File: src/rtl/ttpf_defs.svh
`ifndef TTPF_DEFS_SVH
`define TTPF_DEFS_SVH

// ----------------------------------------------------------------
// register indices (byte address is four times the index)
// ----------------------------------------------------------------
`define TTPF_IDX_PLL      8'h3a
`define TTPF_IDX_TICK     8'h3b
`define TTPF_IDX_CLKSEL   8'h40
`define TTPF_IDX_WRITE_PROTECT_BIT     8'h41
`define TTPF_IDX_STAT     8'h42
`define TTPF_IDX_MASK     8'h43

// ----------------------------------------------------------------
// field positions
// ----------------------------------------------------------------
`define TTPF_FM_HI        5
`define TTPF_FM_LO        4
`define TTPF_TICK_DEC     7
`define TTPF_PRE_HI       6
`define TTPF_PRE_LO       4
`define TTPF_MOD_HI       3
`define TTPF_MOD_LO       0
`define TTPF_CLK_PLL_AS_SYSTEM_CLOCK_SEL   7
`define TTPF_CLK_PSEUDO_HALT_SEL     6
`define TTPF_CLK_TSRC     1
`define TTPF_WRITE_PROTECT_BIT_BIT     0
`define TTPF_ST_TICK      0
`define TTPF_ST_OSCLOST   1
`define TTPF_ST_LOCK      2
`define TTPF_ST_OSCUP     3

// ----------------------------------------------------------------
// pin vector positions
// ----------------------------------------------------------------
`define TTPF_PIN_IRC      5
`define TTPF_PIN_OSC      4
`define TTPF_PIN_FREF     3
`define TTPF_PIN_STOP     2
`define TTPF_PIN_LOCK     1
`define TTPF_PIN_OSCGOOD  0

// ----------------------------------------------------------------
// reset values
// ----------------------------------------------------------------
`define TTPF_RST_TICK     8'h00
`define TTPF_RST_FM       2'h0
`define TTPF_RST_PLL_AS_SYSTEM_CLOCK_SEL   1'b1
`define TTPF_RST_MASK     2'h0

// ----------------------------------------------------------------
// divider constants
// ----------------------------------------------------------------
`define TTPF_BIN_SHIFT    5'h09
`define TTPF_DEC0         18'h003e8
`define TTPF_DEC1         18'h007d0
`define TTPF_DEC2         18'h01388
`define TTPF_DEC3         18'h02710
`define TTPF_DEC4         18'h04e20
`define TTPF_DEC5         18'h0c350
`define TTPF_DEC6         18'h186a0
`define TTPF_DEC7         18'h30d40
`define TTPF_FM_LAST      4'hf

`endif

File: src/rtl/ttpf_pkg.sv
package ttpf_pkg;
	typedef logic [7:0]  ttpf_byte_t;
	typedef logic [17:0] ttpf_cnt_t;
	typedef logic [11:0] ttpf_addr_t;
	typedef logic [31:0] ttpf_word_t;
	typedef logic [5:0]  ttpf_pins_t;
endpackage

File: src/rtl/ttpf_tick_if.sv
interface ttpf_tick_if;
	import ttpf_pkg::*;
	ttpf_byte_t cfg;
	logic       restart;
	logic       step;
	logic       tick;

	modport ctrl (output cfg, output restart, output step, input tick);
	modport div  (input cfg, input restart, input step, output tick);
endinterface

File: src/rtl/ttpf_top.sv
// Overview of operation
// - pll control writes take effect only with protection clear and pll clock selected.
// - an accepted pll control write clears the lock flag and the oscillator-up flag.
// - bits 5:4 of pll control enable vco modulation whose rate is the reference over 16.
// - modulation code 00 is off, 01 is 1 percent, 10 is 2 percent, 11 is 4 percent swing.
// - the tick timer counts the internal rc clock or the oscillator clock per source select.
// - in stop the tick counter runs only with pseudo halt and oscillator source, else halts.
// - the tick control register is readable and writable at any time.
// - every write to tick control restarts the time-out period.
// - a change of tick source select, written or by oscillator loss, restarts the period.
// - tick control bit 7 picks binary (0) or decimal (1) prescale values.
// - binary prescale code 000 is off and 001 to 111 divide by 2^10 to 2^16.
// - the modulus field multiplies the prescale period by its value plus one.
// - reset leaves binary mode with prescale 000, so the timer is off.
`include "ttpf_defs.svh"

module ttpf_top (
	// clock and reset
	input  wire logic               CLK_I,
	input  wire logic               RESET_I,
	// apb slave
	input  wire logic               PSEL_I,
	input  wire logic               PENABLE_I,
	input  wire logic               PWRITE_I,
	input  wire ttpf_pkg::ttpf_addr_t PADDR_I,
	input  wire ttpf_pkg::ttpf_word_t PWDATA_I,
	output ttpf_pkg::ttpf_word_t      PRDATA_O,
	output logic                    PREADY_O,
	output logic                    PSLVERR_O,
	// asynchronous pins
	input  wire logic               IRC_CLK_I,
	input  wire logic               OSC_CLK_I,
	input  wire logic               FREF_I,
	input  wire logic               STOP_I,
	input  wire logic               PLL_LOCK_I,
	input  wire logic               OSC_GOOD_I,
	// results
	output logic                    IRQ_O,
	output logic                    TICK_O,
	output logic [1:0]              FM_AMP_O,
	output logic                    FM_ACTIVE_O,
	output logic [3:0]              FM_PHASE_O
);
	import ttpf_pkg::*;

	ttpf_tick_if tif ();

	// ----------------------------------------------------------------
	// state
	// ----------------------------------------------------------------
	ttpf_pins_t  sync1;
	ttpf_pins_t  sync2;
	ttpf_pins_t  sync3;
	logic [1:0]  fm;
	ttpf_byte_t  tick_ctl;
	logic        pll_sel;
	logic        pseudo;
	logic        tsrc;
	logic        write_protect_bit;
	logic [1:0]  stat;
	logic [1:0]  mask;
	logic        lock_flag;
	logic        osc_flag;
	ttpf_word_t  rdata;
	logic [3:0]  fm_phase;
	logic        fm_active;

	logic [1:0]  next_fm;
	ttpf_byte_t  next_tick_ctl;
	logic        next_pll_sel;
	logic        next_pseudo;
	logic        next_tsrc;
	logic        next_write_protect_bit;
	logic [1:0]  next_stat;
	logic [1:0]  next_mask;
	logic        next_lock_flag;
	logic        next_osc_flag;
	ttpf_word_t  next_rdata;
	logic [3:0]  next_fm_phase;
	logic        next_fm_active;

	// ----------------------------------------------------------------
	// decode helpers
	// ----------------------------------------------------------------
	logic        wr;
	logic        setup_rd;
	logic        pll_accept;
	logic        tick_wr;
	logic        any_hit;
	logic        irc_rise;
	logic        osc_rise;
	logic        fref_rise;
	logic        lock_rise;
	logic        oscgood_rise;
	logic        oscgood_fall;
	logic        stop_s;
	logic        run;
	logic [1:0]  w1c;
	logic [1:0]  events;

	function automatic logic reg_hit(input ttpf_addr_t a, input ttpf_byte_t idx);
		reg_hit = (a[11:2] == {2'h0, idx}) && (a[1:0] == 2'h0);
	endfunction

	// ----------------------------------------------------------------
	// pin synchronisers
	// ----------------------------------------------------------------
	always_ff @(posedge CLK_I or posedge RESET_I) begin
		if (RESET_I) begin
			sync1 <= '0;
			sync2 <= '0;
			sync3 <= '0;
		end else begin
			sync1 <= {IRC_CLK_I, OSC_CLK_I, FREF_I, STOP_I, PLL_LOCK_I, OSC_GOOD_I};
			sync2 <= sync1;
			sync3 <= sync2;
		end
	end

	assign irc_rise     = sync2[`TTPF_PIN_IRC] & ~sync3[`TTPF_PIN_IRC];
	assign osc_rise     = sync2[`TTPF_PIN_OSC] & ~sync3[`TTPF_PIN_OSC];
	assign fref_rise    = sync2[`TTPF_PIN_FREF] & ~sync3[`TTPF_PIN_FREF];
	assign lock_rise    = sync2[`TTPF_PIN_LOCK] & ~sync3[`TTPF_PIN_LOCK];
	assign oscgood_rise = sync2[`TTPF_PIN_OSCGOOD] & ~sync3[`TTPF_PIN_OSCGOOD];
	assign oscgood_fall = ~sync2[`TTPF_PIN_OSCGOOD] & sync3[`TTPF_PIN_OSCGOOD];
	assign stop_s       = sync2[`TTPF_PIN_STOP];

	// ----------------------------------------------------------------
	// bus decode
	// ----------------------------------------------------------------
	assign wr       = PSEL_I & PENABLE_I & PWRITE_I;
	assign setup_rd = PSEL_I & ~PENABLE_I & ~PWRITE_I;
	assign any_hit  = reg_hit(PADDR_I, `TTPF_IDX_PLL) | reg_hit(PADDR_I, `TTPF_IDX_TICK)
		| reg_hit(PADDR_I, `TTPF_IDX_CLKSEL) | reg_hit(PADDR_I, `TTPF_IDX_WRITE_PROTECT_BIT)
		| reg_hit(PADDR_I, `TTPF_IDX_STAT) | reg_hit(PADDR_I, `TTPF_IDX_MASK);
	assign pll_accept = wr & reg_hit(PADDR_I, `TTPF_IDX_PLL) & ~write_protect_bit & pll_sel;
	assign tick_wr    = wr & reg_hit(PADDR_I, `TTPF_IDX_TICK);
	assign w1c = (wr & reg_hit(PADDR_I, `TTPF_IDX_STAT)) ? PWDATA_I[1:0] : 2'h0;

	// ----------------------------------------------------------------
	// next register values
	// ----------------------------------------------------------------
	always_comb begin
		next_fm        = fm;
		next_tick_ctl  = tick_ctl;
		next_pll_sel   = pll_sel;
		next_pseudo    = pseudo;
		next_tsrc      = tsrc;
		next_write_protect_bit      = write_protect_bit;
		next_mask      = mask;
		next_rdata     = rdata;
		events         = 2'h0;

		if (pll_accept) begin
			next_fm = PWDATA_I[`TTPF_FM_HI:`TTPF_FM_LO];
		end
		if (tick_wr) begin
			next_tick_ctl = PWDATA_I[7:0];
		end
		if (wr && reg_hit(PADDR_I, `TTPF_IDX_CLKSEL)) begin
			next_pll_sel = PWDATA_I[`TTPF_CLK_PLL_AS_SYSTEM_CLOCK_SEL];
			next_pseudo  = PWDATA_I[`TTPF_CLK_PSEUDO_HALT_SEL];
			next_tsrc    = PWDATA_I[`TTPF_CLK_TSRC] & osc_flag;
		end
		if (!osc_flag) begin
			next_tsrc = 1'b0;
		end
		if (wr && reg_hit(PADDR_I, `TTPF_IDX_WRITE_PROTECT_BIT)) begin
			next_write_protect_bit = PWDATA_I[`TTPF_WRITE_PROTECT_BIT_BIT];
		end
		if (wr && reg_hit(PADDR_I, `TTPF_IDX_MASK)) begin
			next_mask = PWDATA_I[1:0];
		end

		// status flags: a new edge wins over the clear of a pll write
		next_lock_flag = (lock_flag & ~pll_accept) | lock_rise;
		next_osc_flag  = (osc_flag & ~pll_accept & ~oscgood_fall) | oscgood_rise;

		events[`TTPF_ST_TICK]    = tif.tick;
		events[`TTPF_ST_OSCLOST] = osc_flag & oscgood_fall;
		next_stat = (stat & ~w1c) | events;

		// read data is fetched in the setup phase
		if (setup_rd) begin
			next_rdata = '0;
			unique case (1'b1)
				reg_hit(PADDR_I, `TTPF_IDX_PLL):
					next_rdata[`TTPF_FM_HI:`TTPF_FM_LO] = fm;
				reg_hit(PADDR_I, `TTPF_IDX_TICK):
					next_rdata[7:0] = tick_ctl;
				reg_hit(PADDR_I, `TTPF_IDX_CLKSEL): begin
					next_rdata[`TTPF_CLK_PLL_AS_SYSTEM_CLOCK_SEL] = pll_sel;
					next_rdata[`TTPF_CLK_PSEUDO_HALT_SEL]   = pseudo;
					next_rdata[`TTPF_CLK_TSRC]   = tsrc;
				end
				reg_hit(PADDR_I, `TTPF_IDX_WRITE_PROTECT_BIT):
					next_rdata[`TTPF_WRITE_PROTECT_BIT_BIT] = write_protect_bit;
				reg_hit(PADDR_I, `TTPF_IDX_STAT): begin
					next_rdata[1:0]           = stat;
					next_rdata[`TTPF_ST_LOCK] = lock_flag;
					next_rdata[`TTPF_ST_OSCUP] = osc_flag;
				end
				reg_hit(PADDR_I, `TTPF_IDX_MASK):
					next_rdata[1:0] = mask;
				default:
					next_rdata = '0;
			endcase
		end

		// modulation phase advances once per reference edge
		next_fm_active = (next_fm != 2'h0);
		next_fm_phase  = fm_phase;
		if (!next_fm_active) begin
			next_fm_phase = 4'h0;
		end else if (fref_rise) begin
			next_fm_phase = fm_phase + 4'h1;
		end
	end

	always_ff @(posedge CLK_I or posedge RESET_I) begin
		if (RESET_I) begin
			fm        <= `TTPF_RST_FM;
			tick_ctl  <= `TTPF_RST_TICK;
			pll_sel   <= `TTPF_RST_PLL_AS_SYSTEM_CLOCK_SEL;
			pseudo    <= 1'b0;
			tsrc      <= 1'b0;
			write_protect_bit      <= 1'b0;
			stat      <= 2'h0;
			mask      <= `TTPF_RST_MASK;
			lock_flag <= 1'b0;
			osc_flag  <= 1'b0;
			rdata     <= '0;
			fm_phase  <= 4'h0;
			fm_active <= 1'b0;
		end else begin
			fm        <= next_fm;
			tick_ctl  <= next_tick_ctl;
			pll_sel   <= next_pll_sel;
			pseudo    <= next_pseudo;
			tsrc      <= next_tsrc;
			write_protect_bit      <= next_write_protect_bit;
			stat      <= next_stat;
			mask      <= next_mask;
			lock_flag <= next_lock_flag;
			osc_flag  <= next_osc_flag;
			rdata     <= next_rdata;
			fm_phase  <= next_fm_phase;
			fm_active <= next_fm_active;
		end
	end

	// ----------------------------------------------------------------
	// tick divider
	// ----------------------------------------------------------------
	assign run         = ~stop_s | (pseudo & tsrc);
	assign tif.cfg     = tick_ctl;
	assign tif.restart = tick_wr | (next_tsrc != tsrc);
	assign tif.step    = run & (tsrc ? osc_rise : irc_rise);

	ttpf_tick_div u_div (
		.clk_i   (CLK_I),
		.reset_i (RESET_I),
		.tif     (tif.div)
	);

	// ----------------------------------------------------------------
	// outputs
	// ----------------------------------------------------------------
	assign PRDATA_O    = rdata;
	assign PREADY_O    = 1'b1;
	assign PSLVERR_O   = PSEL_I & PENABLE_I & ~any_hit;
	assign IRQ_O       = |(stat & mask);
	assign TICK_O      = tif.tick;
	assign FM_AMP_O    = fm;
	assign FM_ACTIVE_O = fm_active;
	assign FM_PHASE_O  = fm_phase;
endmodule

File: src/rtl/ttpf_tick_div.sv
`include "ttpf_defs.svh"

module ttpf_tick_div (
	// clock and reset
	input wire logic   clk_i,
	input wire logic   reset_i,
	// control side
	ttpf_tick_if.div   tif
);
	import ttpf_pkg::*;

	ttpf_cnt_t  pre_cnt;
	ttpf_cnt_t  next_pre_cnt;
	logic [3:0] mod_cnt;
	logic [3:0] next_mod_cnt;
	logic       tick;
	logic       next_tick;
	ttpf_cnt_t  limit;

	// ----------------------------------------------------------------
	// prescale length, zero means timer off
	// ----------------------------------------------------------------
	function automatic ttpf_cnt_t prescale_len(input ttpf_byte_t cfg);
		logic [2:0] code;
		code = cfg[`TTPF_PRE_HI:`TTPF_PRE_LO];
		prescale_len = '0;
		if (cfg[`TTPF_TICK_DEC]) begin
			unique case (code)
				3'h0: prescale_len = `TTPF_DEC0;
				3'h1: prescale_len = `TTPF_DEC1;
				3'h2: prescale_len = `TTPF_DEC2;
				3'h3: prescale_len = `TTPF_DEC3;
				3'h4: prescale_len = `TTPF_DEC4;
				3'h5: prescale_len = `TTPF_DEC5;
				3'h6: prescale_len = `TTPF_DEC6;
				3'h7: prescale_len = `TTPF_DEC7;
			endcase
		end else if (code != 3'h0) begin
			prescale_len = 18'h00001 << ({2'h0, code} + `TTPF_BIN_SHIFT);
		end
	endfunction

	// ----------------------------------------------------------------
	// prescaler and modulus counter
	// ----------------------------------------------------------------
	always_comb begin
		limit        = prescale_len(tif.cfg);
		next_pre_cnt = pre_cnt;
		next_mod_cnt = mod_cnt;
		next_tick    = 1'b0;
		if (tif.restart || limit == '0) begin
			next_pre_cnt = '0;
			next_mod_cnt = '0;
		end else if (tif.step) begin
			if (pre_cnt == limit - 18'h00001) begin
				next_pre_cnt = '0;
				if (mod_cnt == tif.cfg[`TTPF_MOD_HI:`TTPF_MOD_LO]) begin
					next_mod_cnt = '0;
					next_tick    = 1'b1;
				end else begin
					next_mod_cnt = mod_cnt + 4'h1;
				end
			end else begin
				next_pre_cnt = pre_cnt + 18'h00001;
			end
		end
	end

	always_ff @(posedge clk_i or posedge reset_i) begin
		if (reset_i) begin
			pre_cnt <= '0;
			mod_cnt <= '0;
			tick    <= 1'b0;
		end else begin
			pre_cnt <= next_pre_cnt;
			mod_cnt <= next_mod_cnt;
			tick    <= next_tick;
		end
	end

	assign tif.tick = tick;
endmodule

File: config.mk
export PLATFORM = sky130hd
export DESIGN_NAME = ttpf_top
export DESIGN_NICKNAME = d
export VERILOG_FILES = /design/src/rtl/ttpf_pkg.sv /design/src/rtl/ttpf_tick_if.sv /design/src/rtl/ttpf_top.sv /design/src/rtl/ttpf_tick_div.sv
export VERILOG_INCLUDE_DIRS = /design/src /design/src/rtl
export SDC_FILE = /design/constraint.sdc
export NUM_CORES = 1
export LEC_CHECK = 0
export BUFFER_PORTS_ARGS = -buffer_cell sky130_fd_sc_hd__buf_2
export CELL_PAD_IN_SITES_DETAIL_PLACEMENT = 1
export CELL_PAD_IN_SITES_GLOBAL_PLACEMENT = 1
export CORE_MARGIN = 2
export CORE_UTILIZATION = 43
export CTS_BUF_LIST = sky130_fd_sc_hd__clkbuf_8
export DETAILED_ROUTE_END_ITERATION = 10
export PLACE_DENSITY = 0.91
export SLEW_MARGIN = 5
export SYNTH_ARGS = -nofsm -noshare
export SYNTH_HDL_FRONTEND = slang
export SYNTH_SLANG_ARGS = --single-unit
File: constraint.sdc
create_clock -name CLK_I -period 4.4 [get_ports CLK_I]
set_input_delay 0.88 -clock CLK_I [delete_from_list [all_inputs] [get_ports CLK_I]]
set_output_delay 0.88 -clock CLK_I [all_outputs]
set_load 0.005 [all_outputs]
==> impl_metrics.sql <==
INSERT INTO impl_metrics (metric_group, metric, value, unit) VALUES
('outcome', 'status', 'finished, final reports clean', ''),
('critical_path', 'worst-endpoint-arrival', '4.40', 'ns'),
('critical_path', 'worstPathRequired', '4.67', 'ns'),
('critical_path', 'worstSetupPathType', 'flip-flop to flip-flop', ''),
('clock_tree', 'worstSkewPairLatency', '0.35', 'ns'),
('timing', 'fmax', '242', 'MHz'),
('clock_tree', 'hold_buffers', '0', ''),
('layout', 'nets', '648', ''),
('power', 'power_report.internal_total', '1.02', 'mW'),
('global_routing', 'first_global_vias', '4518', ''),
('worst_hold_path', 'hold_class', 'flip-flop to flip-flop', ''),
('timing', 'portion_of_the_clock_cycle_consumed_by_the_worst_path_in_the_final_layout', '0.939', ''),
('routing', 'vias', '4258', ''),
('clock_tree', 'cts-buffers-inserted', '9', ''),
('global_routing', 'globalRouteTotalUtil', '0.233', ''),
('critical_path', 'worstSetupStartpointType', 'flip-flop', ''),
('critical_path', 'reg2reg_to', 'u_div.mod_cnt[2]', ''),
('layout', 'antenna_cells_inserted', '0', ''),
('global_routing', 'grt_pass1_wl', '23100', 'um'),
('die', 'site_row_count', '38', ''),
('synthesis', 'gate_count_after_technology_mapping', '519', ''),
('power', 'combinationalPowerShare', '0.085', ''),
('power', 'p_leak', '2.59', 'nW'),
('synthesis', 'asyncSetResetFlopFracSynth', '1.00', ''),
('critical_path', 'crit-reg2reg-launch', 'tick_ctl[4]', ''),
('synthesis', 'most_frequent_cell_after_synthesis', 'sky130_fd_sc_hd__dfrtp_1', ''),
('timing', 'total_setup_violations_reported_at_the_end_of_the_flow', '0', ''),
('routing', 'finalWirelength', '14200', 'um'),
('synthesis', 'postSynthRegisterBits', '73', ''),
('die', 'die_width', '111', 'um'),
('critical_path', 'reg2regPathDepth', '14', ''),
('clock_tree', 'cts.reportedPaths.clkPinSlew', '0.09', 'ns'),
('routing', 'postRouteAntennaNets', '0', ''),
('die', 'ios', '98', ''),
('critical_path', 'timing.critical_path.fanout_max', '9', ''),
('layout', 'drive_gt1_frac', '0.208', ''),
('timing', 'fin_worst_skew', '0.0110', 'ns'),
('power', 'clock_power_share', '0.398', ''),
('clock_tree', 'clock_sinks', '73', ''),
('global_routing', 'antenna_violations_before_repair', '0', ''),
('timing', 'finalCriticalPeriod', '4.13', 'ns'),
('routing', 'routed_via_density', '5.89', ''),
('power', 'switching_power', '397', 'uW'),
('timing', 'hold_viol_final', '0', ''),
('placement', 'hpwl', '10900', 'um'),
('clock_tree', 'cts_max_path_buffers', '2', ''),
('power', 'vdd_ir_drop_max', '0.000180', 'V'),
('routing', 'detailedRoute.firstPassIterationCount', '5', ''),
('placement', 'quantity_of_i_o_buffers_inserted_on_ports', '48', ''),
('clock_tree', 'htree_levels', '3', ''),
('critical_path', 'reg2reg_slack', '0.27', 'ns'),
('global_routing', 'grt_max_degree', '40', ''),
('synthesis', 'synth_top_area_share', '0.369', ''),
('synthesis', 'avgSynthCellArea', '9.41', 'um2'),
('clock_tree', 'root_buffer', 'sky130_fd_sc_hd__clkbuf_8', ''),
('synthesis', 'yosys_warnings', '0', ''),
('die', 'y_dimension_of_the_die', '111', 'um'),
('critical_path', 'critical_path.endpoint', 'u_div.mod_cnt[2]', ''),
('synthesis', 'netlist_area', '4880', 'um2'),
('placement', 'globalplace.congestion', '0.905', ''),
('power', 'switching_share', '0.281', ''),
('die', 'area_of_the_core', '10900', 'um2'),
('power', 'power.density_cell_area', '258', 'nW/um2'),
('power', 'total_power', '1.41', 'mW'),
('critical_path', 'critical_path.endpoint_type', 'flip-flop', ''),
('synthesis', 'synthDominantAreaCellType', 'sky130_fd_sc_hd__dfrtp_1', ''),
('synthesis', 'sequential_to_total_area_share_from_yosys_stat', '0.374', ''),
('layout', 'syn2layout_area_growth', '12.1', '%'),
('synthesis', 'ys_top_cells_by_count', 'sky130_fd_sc_hd__dfrtp_1 (72), sky130_fd_sc_hd__nor2_1 (44), sky130_fd_sc_hd__nand2_1 (42)', ''),
('timing', 'timing_worst_slew_pin_value', '0.924', 'ns'),
('clock_tree', 'tritoncts_clock_tree', 'done', '');
## metal layers
| metal | GRT usage | vias to the layer above | part of all wire |
|---|---|---|---|
| met3 | 0.0395 | 29 | 0.044 |
| li1 | - | 1941 | - |
| met2 | 0.403 | 128 | 0.51 |
| met5 | 0 | - | 0 |
| met1 | 0.299 | 2160 | 0.43 |
| met4 | 0.0708 | 0 | 0.020 |
## what timing repair did
item | CTS | global route
endpoints found under the setup margin | 0 | 3
buffers inserted | 0 | 0
resized for setup | 0 | 4
## how the worst min path moves through the flow
stage          cells after the start       end      from  slack [ns]
2_1_floorplan                      0  sync2[0]  sync1[0]        0.33
3_3_place_gp                       0  sync2[5]  sync1[5]        0.33
3_5_place_dp                       0  sync2[4]  sync1[4]        0.34
4_1_cts                            0  sync2[1]  sync1[1]        0.35
5_1_grt                            0  sync2[1]  sync1[1]        0.35
6_report                           0  sync2[1]  sync1[1]        0.35
## flip-flops by register name, summed over array words and instances (netlist names), 4 cells and up
signal and cells:
u_div.pre_cnt 18, FM_PHASE_O 4, PRDATA_O 8, u_div.mod_cnt 4, sync2 6, sync3 5, sync1 6, tick_ctl 8
## power by group through the flow
| stage | sequential, mW | combinational, mW | clock, mW |
|---|---|---|---|
| floorplan | 0.728 | 0.0979 | 0 |
| global route | 0.733 | 0.134 | 0.603 |
| CTS | 0.730 | 0.120 | 0.572 |
| global placement | 0.737 | 0.111 | 0 |
| detailed placement | 0.743 | 0.117 | 0 |
| finish | 0.730 | 0.120 | 0.563 |
## cell usage in the layout (no fill, tap or decap), types with 9 or more instances in the layout
cell | synthesis | final
sky130_fd_sc_hd__dfrtp_1 | 72 | 71
sky130_fd_sc_hd__buf_2 | 12 | 48
sky130_fd_sc_hd__nor2_1 | 44 | 44
sky130_fd_sc_hd__nand2_1 | 42 | 42
sky130_fd_sc_hd__conb_1 | 2 | 25
sky130_fd_sc_hd__xnor2_1 | 22 | 22
sky130_fd_sc_hd__buf_4 | 29 | 22
sky130_fd_sc_hd__xor2_1 | 21 | 21
sky130_fd_sc_hd__o21ai_0 | 20 | 20
sky130_fd_sc_hd__nand3_1 | 19 | 19
sky130_fd_sc_hd__inv_1 | 19 | 18
sky130_fd_sc_hd__nand4_1 | 15 | 15
sky130_fd_sc_hd__ha_1 | 15 | 14
sky130_fd_sc_hd__a21oi_1 | 13 | 13
sky130_fd_sc_hd__nor3_1 | 11 | 11
sky130_fd_sc_hd__nand2b_1 | 9 | 9
sky130_fd_sc_hd__clkbuf_8 | 0 | 9
## worst max-delay path, stage by stage, from the launching register on
cell and delay (ns):
sky130_fd_sc_hd__dfrtp_1 0.49, sky130_fd_sc_hd__ha_1 0.28, sky130_fd_sc_hd__ha_1 0.35, sky130_fd_sc_hd__nor2b_1 0.24, sky130_fd_sc_hd__nand3_1 0.16, sky130_fd_sc_hd__ha_1 0.30, sky130_fd_sc_hd__o311ai_2 0.11, sky130_fd_sc_hd__a21oi_1 0.12
sky130_fd_sc_hd__and3_1 0.24, sky130_fd_sc_hd__or3b_1 0.37, sky130_fd_sc_hd__a222oi_1 0.26, sky130_fd_sc_hd__buf_4 0.19, sky130_fd_sc_hd__o2111ai_2 0.21, sky130_fd_sc_hd__or4_1 0.57, sky130_fd_sc_hd__a21oi_1 0.17
## through the flow
step / hold WS [ns] / instances / util / setup WS (ns) / cell area (um2)
final: 0.352 / 723 / 0.501 / 0.269 / 5480
after global routing: 0.353 / 723 / 0.501 / -0.00903 / 5480
after CTS: 0.352 / 723 / 0.500 / 0.168 / 5460
after detailed placement: 0.336 / 707 / 0.481 / 0.219 / 5260
after global placement: 0.331 / 707 / 0.481 / 0.457 / 5260
after floorplan: 0.331 / 542 / - / 0.491 / 4970
## kinds of logic after synthesis
group                    share of synthesized area
buffers and inverters                       0.0753
flip-flops                                   0.374
other                                      0.00154
AO/OA/AOI/OAI                                0.161
AND/OR/NAND/NOR                              0.235
multiplexers                                0.0372
XOR/XNOR                                    0.0771
adder cells (fa/ha/maj)                     0.0384
## final cells by class
| type | instances | area, um2 |
|---|---|---|
| sequential | 73 | 1830 |
| tap | 140 | 175 |
| clock inverter | 7 | 82.6 |
| multi-input combinational | 404 | 2780 |
| timing repair buffer | 70 | 405 |
| inverter | 20 | 75.1 |
| clock buffer | 9 | 124 |
| fill | 1295 | 5460 |
Note: power is estimated with default switching activity, not from simulation.
